### config.mk
export PLATFORM = sky130hd
export DESIGN_NAME = uab_core
export DESIGN_NICKNAME = d
export VERILOG_FILES = /design/src/shared/uab_pkg.sv /design/src/core/uab_core.sv
export VERILOG_INCLUDE_DIRS = /design/src /design/src/shared
export SDC_FILE = /design/constraint.sdc
export NUM_CORES = 1
export LEC_CHECK = 0
export ABC_CLOCK_PERIOD_IN_PS = 7200
export BUFFER_PORTS_ARGS = -buffer_cell sky130_fd_sc_hd__buf_2
export CAP_MARGIN = 20
export CORE_ASPECT_RATIO = 1.5
export CORE_MARGIN = 2
export CORE_UTILIZATION = 39
export DETAILED_ROUTE_END_ITERATION = 6
export GPL_TIMING_DRIVEN = 0
export HOLD_SLACK_MARGIN = 0.02
export PLACE_DENSITY = 0.62
export SLEW_MARGIN = 20
export SYNTH_ARGS = -nofsm -noshare
export SYNTH_HDL_FRONTEND = slang
export SYNTH_SLANG_ARGS = --single-unit
### constraint.sdc
create_clock -name clk -period 7.2 [get_ports clk]
set_clock_uncertainty 0.2 [all_clocks]
set_input_delay 0.36 -clock clk [delete_from_list [all_inputs] [get_ports clk]]
set_output_delay 0.36 -clock clk [all_outputs]
set_load 0.05 [all_outputs]
### src/shared/uab_defs.svh
// register map, field positions, reset values and divider counts for the autobaud/wake/break block
`ifndef UAB_DEFS_SVH
`define UAB_DEFS_SVH
`define UAB_ADDR_CTRL 8'h00
`define UAB_ADDR_DIV 8'h04
`define UAB_ADDR_TXDATA 8'h08
`define UAB_ADDR_RXDATA 8'h0C
`define UAB_BIT_ABD_EN 0
`define UAB_BIT_WAKE_EN 1
`define UAB_BIT_SEND_BRK 2
`define UAB_BIT_TX_EN 3
`define UAB_BIT_WIDE 4
`define UAB_BIT_HIGH 5
`define UAB_BIT_SYNC 6
`define UAB_BIT_ABD_OVF 7
`define UAB_BIT_RX_IDLE 8
`define UAB_BIT_SHIFT_EMPTY 9
`define UAB_BIT_RX_FLAG 10
`define UAB_DIV_RESET 16'h0000
`define UAB_BASE_DIV_SLOW 6'd63
`define UAB_BASE_DIV_MID 6'd15
`define UAB_BASE_DIV_FAST 6'd3
`define UAB_ABD_SUBDIV 3'd7
`define UAB_ABD_START_COUNT 16'h0001
`define UAB_ABD_RISES 3'd4
`define UAB_BRK_ZERO_BITS 4'd13
`define UAB_BRK_LAST_BIT 4'd13
`endif

### src/shared/uab_pkg.sv
// types shared by the autobaud/wake/break block
package uab_pkg;
	typedef enum logic [4:0] {
		AB_IDLE = 5'b00001,
		AB_BREAK = 5'b00010,
		AB_START = 5'b00100,
		AB_RISE1 = 5'b01000,
		AB_COUNT = 5'b10000
	} uab_ab_state_t;
	typedef enum logic [2:0] {
		WK_IDLE = 3'b001,
		WK_LOW = 3'b010,
		WK_HIGH = 3'b100
	} uab_wake_state_t;
	typedef struct packed {
		logic start;
		logic [7:0] data;
	} uab_tx_req_t;
	typedef struct packed {
		logic done;
		logic [7:0] data;
	} uab_rx_byte_t;
endpackage

### src/core/uab_core.sv
// autobaud measurement, wake-on-break and break transmission with an APB register slave
// Function
// - setting autobaud enable starts calibration; normal receiver held idle meanwhile
// - time sync byte from first rising edge after start to fifth rising edge
// - at fifth rise store count in divisor pair, clear enable, set receive flag
// - reading receive data clears receive flag; software discards that byte
// - both divisor bytes form one 16-bit counter during calibration
// - calibration counter runs at clk/512, /128 or /32 by rate selects
// - calibration count starts at one; software subtracts one
// - overflow past 16 bits sets overflow flag; counting continues to fifth rise
// - overflow flag clears by software only once enable is clear
// - with wake and autobaud both enabled, measure the byte after the break
// - wake-on-break only in asynchronous mode
// - while wake enabled, normal receive disabled; watch for falling receive edge
// - wake event raises receive flag at once
// - rising edge ending the break clears wake enable; then idle
// - non-zero character: low time to first rise counts as wake event
// - break is start bit, twelve zero bits, then stop bit
// - transmit data write with send-break and transmit enable starts break
// - send-break clears after stop bit; preloaded byte then follows
// - shift empty status shows break activity like normal characters
`timescale 1ns/10ps
`include "uab_defs.svh"
module uab_core
(
	input wire logic clk,
	input wire logic rst,
	input wire logic psel,
	input wire logic penable,
	input wire logic pwrite,
	input wire logic [7:0] paddr,
	input wire logic [31:0] pwdata,
	output logic [31:0] prdata,
	output logic pready,
	output logic pslverr,
	input wire logic receive_line,
	input wire uab_pkg::uab_rx_byte_t rx_byte_in,
	input wire logic rx_busy_in,
	input wire logic tx_shift_busy_in,
	input wire logic tx_line_normal,
	output logic tx_line,
	output logic rx_hold,
	output logic [15:0] divisor_pair,
	output uab_pkg::uab_tx_req_t tx_req
);
	import uab_pkg::*;

	logic autobaud_enable, wake_enable, send_break, transmit_enable;
	logic wide_divisor_select, high_rate_select, sync_mode;
	logic autobaud_overflow_flag, receive_flag;
	logic [7:0] receive_data_reg, hold_data;
	logic rx_s1, rx_s2, rx_s3, rx_lvl, rx_rise, rx_fall;
	logic [5:0] base_cnt, base_max;
	logic base_tick, abd_tick, bit_tick;
	logic [2:0] abd_sub, ab_rises;
	logic [15:0] bit_cnt, ab_count;
	uab_ab_state_t ab_state;
	uab_wake_state_t wk_state;
	logic ab_done, wake_event, wake_end;
	logic bk_busy, bk_end, hold_valid, brk_start;
	logic [3:0] bk_bit;
	logic wr, rd, wr_ctrl, wr_div, wr_tx, rd_rx, mapped;
	logic shift_empty_status, receive_idle_status;

	assign wr = psel & penable & pwrite;
	assign rd = psel & penable & ~pwrite;
	assign wr_ctrl = wr && paddr == `UAB_ADDR_CTRL;
	assign wr_div = wr && paddr == `UAB_ADDR_DIV;
	assign wr_tx = wr && paddr == `UAB_ADDR_TXDATA;
	assign rd_rx = rd && paddr == `UAB_ADDR_RXDATA;
	assign mapped = paddr inside {`UAB_ADDR_CTRL, `UAB_ADDR_DIV, `UAB_ADDR_TXDATA, `UAB_ADDR_RXDATA};
	assign pready = 1'b1;
	assign pslverr = psel & penable & ~mapped;

	// normal receiver idle while either measurement or wake watch runs
	assign rx_hold = autobaud_enable | wake_enable;
	assign receive_idle_status = ~rx_busy_in & ~rx_hold;
	assign shift_empty_status = ~bk_busy & ~tx_shift_busy_in;

	// receive line: three flops, a level change counts when the last two agree
	always_ff @(posedge clk)
	begin
		if (rst)
			{rx_s1, rx_s2, rx_s3, rx_lvl} <= 4'hf;
		else
		begin
			rx_s1 <= receive_line;
			rx_s2 <= rx_s1;
			rx_s3 <= rx_s2;
			if (rx_s2 == rx_s3)
				rx_lvl <= rx_s3;
		end
	end
	assign rx_rise = rx_s2 & rx_s3 & ~rx_lvl;
	assign rx_fall = ~rx_s2 & ~rx_s3 & rx_lvl;

	// baud base clock; the measurement clock is one eighth of it
	always_comb
	begin
		case ({wide_divisor_select, high_rate_select})
			2'b00: base_max = `UAB_BASE_DIV_SLOW;
			2'b11: base_max = `UAB_BASE_DIV_FAST;
			default: base_max = `UAB_BASE_DIV_MID;
		endcase
	end
	assign base_tick = base_cnt >= base_max;
	assign abd_tick = base_tick && abd_sub == `UAB_ABD_SUBDIV;

	always_ff @(posedge clk)
	begin
		if (rst || base_tick)
			base_cnt <= 6'd0;
		else
			base_cnt <= base_cnt + 6'd1;
	end
	always_ff @(posedge clk)
	begin
		if (rst)
			abd_sub <= 3'd0;
		else if (base_tick)
			abd_sub <= abd_sub + 3'd1;
	end

	// bit timer for the break, restarted when a break begins
	assign bit_tick = base_tick && bit_cnt == 16'h0000;
	always_ff @(posedge clk)
	begin
		if (rst || brk_start || bit_tick)
			bit_cnt <= wide_divisor_select ? divisor_pair : {8'h00, divisor_pair[7:0]};
		else if (base_tick)
			bit_cnt <= bit_cnt - 16'h0001;
	end

	// measurement of the sync character
	always_ff @(posedge clk)
	begin
		if (rst || !autobaud_enable)
		begin
			ab_state <= AB_IDLE;
			ab_count <= `UAB_ABD_START_COUNT;
			ab_rises <= 3'd0;
		end
		else
		begin
			case (ab_state)
				AB_IDLE:
					ab_state <= wake_enable ? AB_BREAK : AB_START;
				AB_BREAK:
					if (!wake_enable)
						ab_state <= AB_START;
				AB_START:
					if (rx_fall)
						ab_state <= AB_RISE1;
				AB_RISE1:
					if (rx_rise)
						ab_state <= AB_COUNT;
				AB_COUNT:
				begin
					if (abd_tick)
						ab_count <= ab_count + 16'h0001;
					if (rx_rise)
						ab_rises <= ab_rises + 3'd1;
				end
				default:
					ab_state <= AB_IDLE;
			endcase
		end
	end
	assign ab_done = ab_state == AB_COUNT && rx_rise && ab_rises == `UAB_ABD_RISES - 3'd1;

	// wake watch: falling edge raises the flag, the next rise ends the break
	always_ff @(posedge clk)
	begin
		if (rst || !wake_enable || sync_mode)
			wk_state <= WK_IDLE;
		else
		begin
			case (wk_state)
				WK_IDLE:
					wk_state <= WK_HIGH;
				WK_HIGH:
					if (rx_fall)
						wk_state <= WK_LOW;
				WK_LOW:
					if (rx_rise)
						wk_state <= WK_IDLE;
				default:
					wk_state <= WK_IDLE;
			endcase
		end
	end
	assign wake_event = wk_state == WK_HIGH && rx_fall;
	assign wake_end = wk_state == WK_LOW && rx_rise;

	// break transmitter
	assign brk_start = wr_tx && send_break && transmit_enable && !bk_busy;
	assign bk_end = bk_busy && bit_tick && bk_bit == `UAB_BRK_LAST_BIT;
	always_ff @(posedge clk)
	begin
		if (rst)
		begin
			bk_busy <= 1'b0;
			bk_bit <= 4'd0;
		end
		else if (brk_start)
		begin
			bk_busy <= 1'b1;
			bk_bit <= 4'd0;
		end
		else if (bk_end)
			bk_busy <= 1'b0;
		else if (bk_busy && bit_tick)
			bk_bit <= bk_bit + 4'd1;
	end

	always_ff @(posedge clk)
	begin
		if (rst)
			tx_line <= 1'b1;
		else if (bk_busy || brk_start)
			tx_line <= !brk_start && bk_bit >= `UAB_BRK_ZERO_BITS;
		else
			tx_line <= tx_line_normal;
	end

	// a byte written during the break waits for its end
	always_ff @(posedge clk)
	begin
		if (rst)
		begin
			hold_valid <= 1'b0;
			hold_data <= 8'h00;
			tx_req <= '0;
		end
		else
		begin
			tx_req.start <= 1'b0;
			if (wr_tx && bk_busy && !bk_end)
			begin
				hold_valid <= 1'b1;
				hold_data <= pwdata[7:0];
			end
			else if (wr_tx && !brk_start)
			begin
				tx_req.start <= 1'b1;
				tx_req.data <= pwdata[7:0];
			end
			else if (bk_end && hold_valid)
			begin
				hold_valid <= 1'b0;
				tx_req.start <= 1'b1;
				tx_req.data <= hold_data;
			end
		end
	end

	// control bits, with hardware clears after software writes
	always_ff @(posedge clk)
	begin
		if (rst)
		begin
			autobaud_enable <= 1'b0;
			wake_enable <= 1'b0;
			send_break <= 1'b0;
			transmit_enable <= 1'b0;
			wide_divisor_select <= 1'b0;
			high_rate_select <= 1'b0;
			sync_mode <= 1'b0;
		end
		else
		begin
			if (wr_ctrl)
			begin
				autobaud_enable <= pwdata[`UAB_BIT_ABD_EN];
				wake_enable <= pwdata[`UAB_BIT_WAKE_EN] & ~pwdata[`UAB_BIT_SYNC];
				send_break <= pwdata[`UAB_BIT_SEND_BRK];
				transmit_enable <= pwdata[`UAB_BIT_TX_EN];
				wide_divisor_select <= pwdata[`UAB_BIT_WIDE];
				high_rate_select <= pwdata[`UAB_BIT_HIGH];
				sync_mode <= pwdata[`UAB_BIT_SYNC];
			end
			if (ab_done)
				autobaud_enable <= 1'b0;
			if (wake_end)
				wake_enable <= 1'b0;
			if (bk_end)
				send_break <= 1'b0;
		end
	end

	// overflow: set wins; a clear only acts once enable is already low
	always_ff @(posedge clk)
	begin
		if (rst)
			autobaud_overflow_flag <= 1'b0;
		else if (ab_state == AB_COUNT && abd_tick && ab_count == 16'hFFFF)
			autobaud_overflow_flag <= 1'b1;
		else if (wr_ctrl && !pwdata[`UAB_BIT_ABD_OVF] && !autobaud_enable)
			autobaud_overflow_flag <= 1'b0;
	end

	// receive flag: any set wins over the read that clears it
	always_ff @(posedge clk)
	begin
		if (rst)
			receive_flag <= 1'b0;
		else if (ab_done || wake_event || (rx_byte_in.done && !rx_hold))
			receive_flag <= 1'b1;
		else if (rd_rx)
			receive_flag <= 1'b0;
	end
	always_ff @(posedge clk)
	begin
		if (rst)
			receive_data_reg <= 8'h00;
		else if (rx_byte_in.done && !rx_hold)
			receive_data_reg <= rx_byte_in.data;
	end
	always_ff @(posedge clk)
	begin
		if (rst)
			divisor_pair <= `UAB_DIV_RESET;
		else if (ab_done)
			divisor_pair <= ab_count;
		else if (wr_div && !autobaud_enable)
			divisor_pair <= pwdata[15:0];
	end

	// read data, registered at the setup phase so it is stable in the access phase
	always_ff @(posedge clk)
	begin
		if (rst)
			prdata <= 32'h0000_0000;
		else if (psel && !penable && !pwrite)
		begin
			case (paddr)
				`UAB_ADDR_CTRL:
				begin
					prdata <= 32'h0000_0000;
					prdata[`UAB_BIT_ABD_EN] <= autobaud_enable;
					prdata[`UAB_BIT_WAKE_EN] <= wake_enable;
					prdata[`UAB_BIT_SEND_BRK] <= send_break;
					prdata[`UAB_BIT_TX_EN] <= transmit_enable;
					prdata[`UAB_BIT_WIDE] <= wide_divisor_select;
					prdata[`UAB_BIT_HIGH] <= high_rate_select;
					prdata[`UAB_BIT_SYNC] <= sync_mode;
					prdata[`UAB_BIT_ABD_OVF] <= autobaud_overflow_flag;
					prdata[`UAB_BIT_RX_IDLE] <= receive_idle_status;
					prdata[`UAB_BIT_SHIFT_EMPTY] <= shift_empty_status;
					prdata[`UAB_BIT_RX_FLAG] <= receive_flag;
				end
				`UAB_ADDR_DIV:
					prdata <= {16'h0000, divisor_pair};
				`UAB_ADDR_RXDATA:
					prdata <= {24'h00_0000, receive_data_reg};
				default:
					prdata <= 32'h0000_0000;
			endcase
		end
	end
endmodule

# After elaboration in Yosys (flattened, before gate mapping)
# Cells that the tools add are included.
totals:
  reg_bits: 145
  input_bits: 58
  out_inout_bits: 61
  elab_cells: 182
classes:
  n_addsub: 6
  order_cmp: 2
  n_eq_ne: 23
  muxes: 27
  n_bitwise: 25
  reduce_logical: 69
ops:
  columns: ["op", "n"]
  rows:
  - ["$mux W16", 5]
  - ["$pmux W16 S3", 1]
  - ["$logic_and A1 B1 Y1", 28]
  - ["$pmux W5 S5", 1]
  - ["$mux W9", 2]
  - ["$add A16 B1 Y16 const B", 1]
  - ["$eq A16 B16 Y1 const B", 1]
  - ["$eq A8 B4 Y1 const B", 2]
  - ["$logic_not A16 Y1", 1]
  - ["$sub A16 B1 Y16 const B", 1]
  - ["$mux W5", 3]
  - ["$reduce_bool A2 Y1", 7]
  - ["$not A1 Y1", 13]
  - ["$ne A2 B2 Y1 const B", 6]
  - ["$pmux W6 S2", 1]
  - ["$reduce_and A2 Y1", 6]
  - ["$and A1 B1 Y1", 11]
  - ["$mux W1", 10]
  - ["$reduce_or A2 Y1", 5]
  - ["$logic_not A1 Y1", 9]
  - ["$logic_or A1 B1 Y1", 9]
  - ["$mux W3", 3]
  - ["$pmux W3 S3", 1]
  - ["$eq A8 B3 Y1 const B", 1]
  - ["other kinds (21)", 24]

# Logic depth before layout (Yosys ltp)
# Gate-level depths: netlist of run 1.
depth:
  depth_word: 10
  depth_mapped: 9
  depth_no_buf: 7

# Least setup slack after synthesis of run 1
# OpenSTA, ideal clock, no wires.
synth_timing:
  path_kind: "register to register"
  startpoint: "register wide_divisor_select"
  endpoint: "register bit_cnt[0], enable pin"
  setup_time_ns: 0.416
  t_arrival_ns: 2.258
  t_required_ns: 6.584
  path_slack_ns: 4.326
  stages_incl_launch_ff: 8
  n_path_buf: 2
  synth_period_minus_slack_ns: 2.874
  cell_sequence: "dfxtp_1 > clkbuf_1 > and2_1 > ha_1 > a211oi_1 > o21a_1 > clkbuf_1 > nand3_1"
synth_between:
  elab_chain_len: 6
  elab_cells_between_ends: 7
  cone_classes: "order compare (1); eq/ne (1); mux (1); reduce/logical (4)"
synth_rtl:
  columns: ["item", "line", "text"]
  rows:
  - ["start, declared", "uab_core.sv:49", "logic wide_divisor_select, high_rate_select, sync_mode;"]
  - ["start signal, assigned", "uab_core.sv:278", "wide_divisor_select <= pwdata[`UAB_BIT_WIDE];"]
  - ["$eq A2 B2 Y1 or $logic_not A2 Y1 (tied branches)", "uab_core.sv:100", "case ({wide_divisor_select, high_rate_select})"]
  - ["$pmux W6 S2 *", "uab_core.sv:100", null]
  - ["$ge A6 B6 Y1 *", "uab_core.sv:106", "assign base_tick = base_cnt >= base_max;"]
  - ["$logic_and A1 B1 Y1", "uab_core.sv:125", "assign bit_tick = base_tick && bit_cnt == 16'h0000;"]
  - ["$logic_or A1 B1 Y1", "uab_core.sv:128", "if (rst || brk_start || bit_tick)"]
  - ["$reduce_bool A2 Y1 (no source line) *", null, null]
  - ["end signal, assigned", "uab_core.sv:129", "bit_cnt <= wide_divisor_select ? divisor_pair : {8'h00, divisor_pair[7:0]};"]
  - ["end signal, assigned", "uab_core.sv:131", "bit_cnt <= bit_cnt - 16'h0001;"]
  - ["end, declared", "uab_core.sv:56", "logic [15:0] bit_cnt, ab_count;"]
# Every way passes the cells marked *; elsewhere a longest branch is shown, timed or not.
# A chain may end at the register's enable or synchronous reset.

# Final worst setup path of run 1
layout_timing:
  startpoint: "register wide_divisor_select"
  endpoint: "register bit_cnt[14], enable pin"
# Same word-level chain as after synthesis.

==> results of run 1 <==
[how the worst max path moves through the flow]
| stage | end | cells after the start | slack [ps] |
|---|---|---|---|
| floorplan | bit_cnt[0] | 7 | 4330 |
| global placement | bit_cnt[12] | 7 | 3070 |
| detailed placement | bit_cnt[12] | 7 | 3070 |
| CTS | bit_cnt[14] | 7 | 3060 |
| global route | bit_cnt[14] | 7 | 2860 |
| finish | bit_cnt[14] | 7 | 3070 |
[routing by layer]
layer / up-vias / track usage (%) / routed length, um
li1: 2832 / - / -
met1: 2739 / 22.49 / 7275
met2: 138 / 37.73 / 9857
met3: 32 / 3.265 / 771
met4: 2 / 7.614 / 352
met5: - / 0 / 11
[logic make-up after synthesis]
family / share of synthesized area, %
simple gates: 21.37
other cells: 0.1133
fa+ha+maj: 3.209
mux: 8.418
compound gates: 15.27
buf+inv: 6.682
flops: 41.37
xor+xnor: 3.567
[timing repair]
action	4_1_cts	5_1_grt
hold buffers	8	0
hold endpoints to repair	8	0
buffers inserted	0	0
[layout make-up]
type / instances / area (um2)
diodes: 1 / 2.502
fillers: 1643 / 8647
inverters: 33 / 123.9
flip-flops and latches: 129 / 2743
well taps: 210 / 262.8
clock buffers: 19 / 464.2
plain buffers: 52 / 319.1
repair buffers: 92 / 500.5
multi-input cells: 528 / 3500
clock inverters: 13 / 128.9
[cells in the final DEF (no fill, tap or decap), types with 17 or more instances in the layout]
cell | synthesis | final
ha_1 | 17 | 17
nor2_1 | 66 | 66
nand4_1 | 17 | 17
nand2_1 | 69 | 69
mux2i_1 | 40 | 40
clkbuf_1 | 19 | 19
dfxtp_1 | 113 | 113
nand3_1 | 23 | 23
inv_1 | 32 | 32
conb_1 | 2 | 17
buf_2 | 5 | 89
a21oi_1 | 49 | 49
buf_4 | 18 | 18
clkbuf_16 | 0 | 18
[power breakdown]
| part | total (mW) | switching [mW] | internal, mW |
|---|---|---|---|
| clock network | 0.864 | 0.354 | 0.509 |
| logic | 0.120 | 0.0775 | 0.0428 |
| registers | 0.752 | 0.0103 | 0.742 |
| total | 1.74 | 0.442 | 1.29 |
==> qor.yml, run 1 <==
hold_depth: 2
cp_cell_sequence: "clkbuf_1, and2_1, ha_1, a211oi_1, o21a_1, clkbuf_1, nand3_1"
r2r_slack_ps: 3070
tightest_slew_ps: 865.5
synth_common_cells: "dfxtp_1, nand2_1, nor2_1"
worst_path_most_repeated_cell: "clkbuf_1"
layout_min_cycle_time_ps: 4130
drc: 0
worstPathArrival_ps: 3870
io_pins: 119
drtIter0Drc: 309
start_util_pct: 39.72
layout.cells.non_filler: 1077
r2r_end: "bit_cnt[14]"
synth.top_cell.area_share_pct: 34.13
synthCells: 727
hold_violations: 0
dp_slack_ps: 3074
first_pass_iters: 5
p_per_area_nw_per_um2: 215.8
r2r_start: "wide_divisor_select"
syn_to_final_growth_pct: 21.35
finalHoldWorstSlack_ps: 29.81
stdcell_area_um2: 8044
cts_root_buf: "clkbuf_16"
wl_mm: 18.27
min_from: "tx_line_normal"
grt_pass1_wl_mm: 28.69
antenna_found_initial: 1
placed_cell_area_um2: 7368
cts_buffers: 17
maxCapViolCount: 0
crit_fanout: 16
syn_area_um2: 6629
rsz0062_at_grt: "false"
setup_viol: 0
async_flop_share_pct: 0
setup_ws_ps: 3071
required_ps: 6940
worst_ir_drop_vdd_v: 0.0001511
grt_max_degree: 17
cts_tree: "built"
grt_pass1_vias: 5403
cts_resized: 0
clock_latency_ps: 430
cts_max_level: 4
slew_violations: 0
synth_warnings: 0
die_w_um: 110.5
critPathMaxStageDelay_ps: 740
fin_setup_tns_ps: 0
gr-total-overflow: 0
cts.sink_count: 129
drive_gt1_share_pct: 22.63
reg2reg_depth: 7
gp_congestion: 0.8068
power_mw: 1.736
place_hpwl_mm: 13.61
die_area_um2: 18080
fp.dieH_um: 163.7
fin_crit_sh_pct: 57.35
placed_cells: 1036
post_drt_wl_per_cell_um: 16.96
path_delay_family: "simple AND/OR/NAND/NOR gates"
synthFlopType: "dfxtp_1"
synth_seq_cells: 129
synthTopCellsByArea: "dfxtp_1, edfxtp_1, mux2i_1, nand2_1, nor2_1"
fin_nets: 928
crit_type: "reg2reg"
leakagePower_nw: 3.343
yosys.area.top_type: "dfxtp_1"
min_path_type: "in2reg"
synth_edf_count: 16
crit_slowest_cell: "nand3_1"
fin_util_pct: 48.19
ys_seq_area_share_pct: 41.37
start_kind: "register"
critPathCaptureType: "register"
worst-path-buf-inv: 2
via_per_inst: 5.332
track_usage_pct: 20.02
design.core.area_um2: 16690
dr_total_vias: 5743
hold_path_end: "tx_line"
rows: 58
crit_start: "wide_divisor_select"
status: "completed"
antenna_left: 0
synth.most_common_cell: "dfxtp_1"
clk_pin_slew_ps: 60
clock_path_buffers: 2
synth_cell_types: 66
syn_area_per_cell_um2: 9.118
fmax_ghz: 0.2422
portBuffers: 84
relSlewSlack_pct: 42.15
Power figures use the tool's default switching activity.
==> inputs of run 2 (changes only) <==
ABC_AREA = 1   (was unset)
ABC_CLOCK_PERIOD_IN_PS = 4300   (was 7200)
clock period = 4.3 ns   (was 7.2 ns; I/O delays follow)
==> run 2 against run 1 <==
Effect of this change:
- clock power is 66% higher
- cell count increased by 24%
- count of clock-buffer cells in the layout fell by 1
- critical path depth grew 3
- via count increased by 14%
- sequential power rose by 68%
- design area rose by 5.3%
- area after synthesis grew 3.1%
- total power rose by 67%
- critical path type unchanged
==> qor.yml, run 2 <==
post_drt_wl_per_cell_um: 14.15  # -17%
ys_seq_area_share_pct: 40.12  # -1.2 points
leakagePower_nw: 3.931  # +18%
synthFlopType: "dfxtp_1"
crit_type: "reg2reg"
hold_depth: 4  # +2
design.core.area_um2: 17270  # +3.5%
cts_resized: 0  # unchanged
synth_seq_cells: 129  # unchanged
start_kind: "register"
clock_latency_ps: 430  # about the same
finalHoldWorstSlack_ps: 41.52  # +11.71 ps
die_w_um: 112.1  # +1.5%
placed_cells: 1277  # +23%
cts_tree: "built"
syn_area_um2: 6835  # +3.1%
worstPathArrival_ps: 2970  # -900 ps
synthCells: 964  # +33%
critPathCaptureType: "register"
via_per_inst: 4.907  # -8.0%
syn_to_final_growth_pct: 23.89
first_pass_iters: 7  # +2
hold_violations: 0  # unchanged
placed_cell_area_um2: 7584  # +2.9%
synth_warnings: 0  # unchanged
wl_mm: 18.95  # +3.7%
stdcell_area_um2: 8468  # +5.3%
fp.dieH_um: 166.1  # +1.5%
antenna_found_initial: 0  # -1
crit_start: "wide_divisor_select"
drive_gt1_share_pct: 18.38  # -4.2 points
fin_nets: 1188  # +28%
status: "completed"
setup_viol: 0  # unchanged
ctsHoldBuffers: 30  # +22
p_per_area_nw_per_um2: 342.4  # +59%
grt_pass1_wl_mm: 30.50  # +6.3%
synth_cell_types: 46  # -30%
drc: 0  # unchanged
fin_crit_sh_pct: 69.66  # +12 points
die_area_um2: 18620  # +3.0%
yosys.area.top_type: "dfxtp_1"
r2r_start: "wide_divisor_select"
cts_setup_buffers: 0  # unchanged
async_flop_share_pct: 0  # unchanged
fin_setup_tns_ps: 0  # unchanged
layout_commonest_cell: "nand2_1"
layout.cells.non_filler: 1339  # +24%
worst_ir_drop_vdd_v: 0.0002053  # +36%
layout_min_cycle_time_ps: 2995  # -1134 ps
syn_area_per_cell_um2: 7.091  # -22%
antenna_left: 0  # unchanged
clock_path_buffers: 2  # unchanged
synth_common_cells: "nand2_1, dfxtp_1, nor2_1"
reg2reg_depth: 10  # +3
synth.most_common_cell: "nand2_1"
place_hpwl_mm: 14.71  # +8.1%
cts_max_level: 4  # unchanged
io_pins: 119  # unchanged
layout_common_cells: "nand2_1, nor2_1, dfxtp_1, inv_1, buf_2"
cts_root_buf: "clkbuf_16"
synth.top_cell.area_share_pct: 33.10  # -1.0 points
clk_pin_slew_ps: 60  # about the same
synth_edf_count: 16  # unchanged
drtIter0Drc: 328  # +6.1%
tightest_slew_ps: 934.7  # +69.15 ps
fin_util_pct: 49.02  # +0.83 points
gp_congestion: 0.9392  # +16%
crit_fanout: 10  # -6
start_util_pct: 39.57  # -0.15 points
grt_max_degree: 17  # unchanged
slew_violations: 0  # unchanged
cts_buffers: 17  # unchanged
portBuffers: 85  # +1.2%
grt_pass1_vias: 6287  # +16%
diodes: 0  # -1
relSlewSlack_pct: 37.17  # -5.0 points
synthTopCellsByArea: "dfxtp_1, nand2_1, edfxtp_1, nor2_1, nand3_1"
maxCapViolCount: 0  # unchanged
gr-total-overflow: 0  # unchanged
rsz0062_at_grt: "false"
min_from: "psel"
cts.sink_count: 129  # unchanged
min_path_type: "in2reg"
rows: 59  # +1.7%
dr_total_vias: 6570  # +14%
fmax_ghz: 0.3338  # +38%
track_usage_pct: 20.57  # +0.55 points
required_ps: 4280  # -2660 ps
run 2: final timing paths:
| check | to | slack [ps] |
|---|---|---|
| max | bit_cnt[15] | 1300 |
| max reg2reg | bit_cnt[15] | 1300 |
| min reg2reg | rx_s2 | 230 |
| min | prdata[4] | 40 |
run 2: power by group:
group,internal (mW),switching (mW),leakage [nW]
clock network,0.828,0.605,0.284
logic,0.0763,0.131,2.57
registers,1.24,0.0165,1.08
run 2: logic make-up after synthesis:
kind of cell	share of synthesized area (%)
XOR/XNOR	2.178
adder cells (fa/ha/maj)	3.112
flip-flops	40.12
buffers and inverters	10.58
other	0.1099
AO/OA/AOI/OAI	9.464
AND/OR/NAND/NOR	34.43
run 2: final cells by class:
cell class / count / area [um2]
Inverter: 119 / 446.7
Clock inverter: 14 / 145.1
Clock buffer: 18 / 439.2
Fill cell: 1787 / 8806
Sequential cell: 129 / 2743
Timing Repair Buffer: 115 / 725.7
Multi-Input combinational cell: 686 / 3426
Buffer: 45 / 276.5
Tap cell: 213 / 266.5
run 2: metal layers:
metal	vias to the layer above	part of all wire (%)	track usage (%)
met4	0	2.8	8.537
met3	41	4.1	3.139
li1	3376	-	-
met1	3003	39	22.24
met5	-	0	0
met2	150	54	39.13
run 2: critical path: stages, from the launching register on:
cell and delay, ps:
dfxtp_1 330, clkbuf_1 260, or2_2 370, ha_1 310, nand3_1 80, nand3_1 130
nor2_4 300, nor2_4 80, nor2_2 380, buf_6 230, o21ai_2 70
run 2: through the flow:
stage | setup slack (ps) | total power [mW]
2_1_floorplan | 1799 | 1.415
3_3_place_gp | 1325 | 1.472
3_5_place_dp | 1306 | 1.473
4_1_cts | 1296 | 2.916
5_1_grt | 1143 | 2.986
6_report | 1305 | 2.900
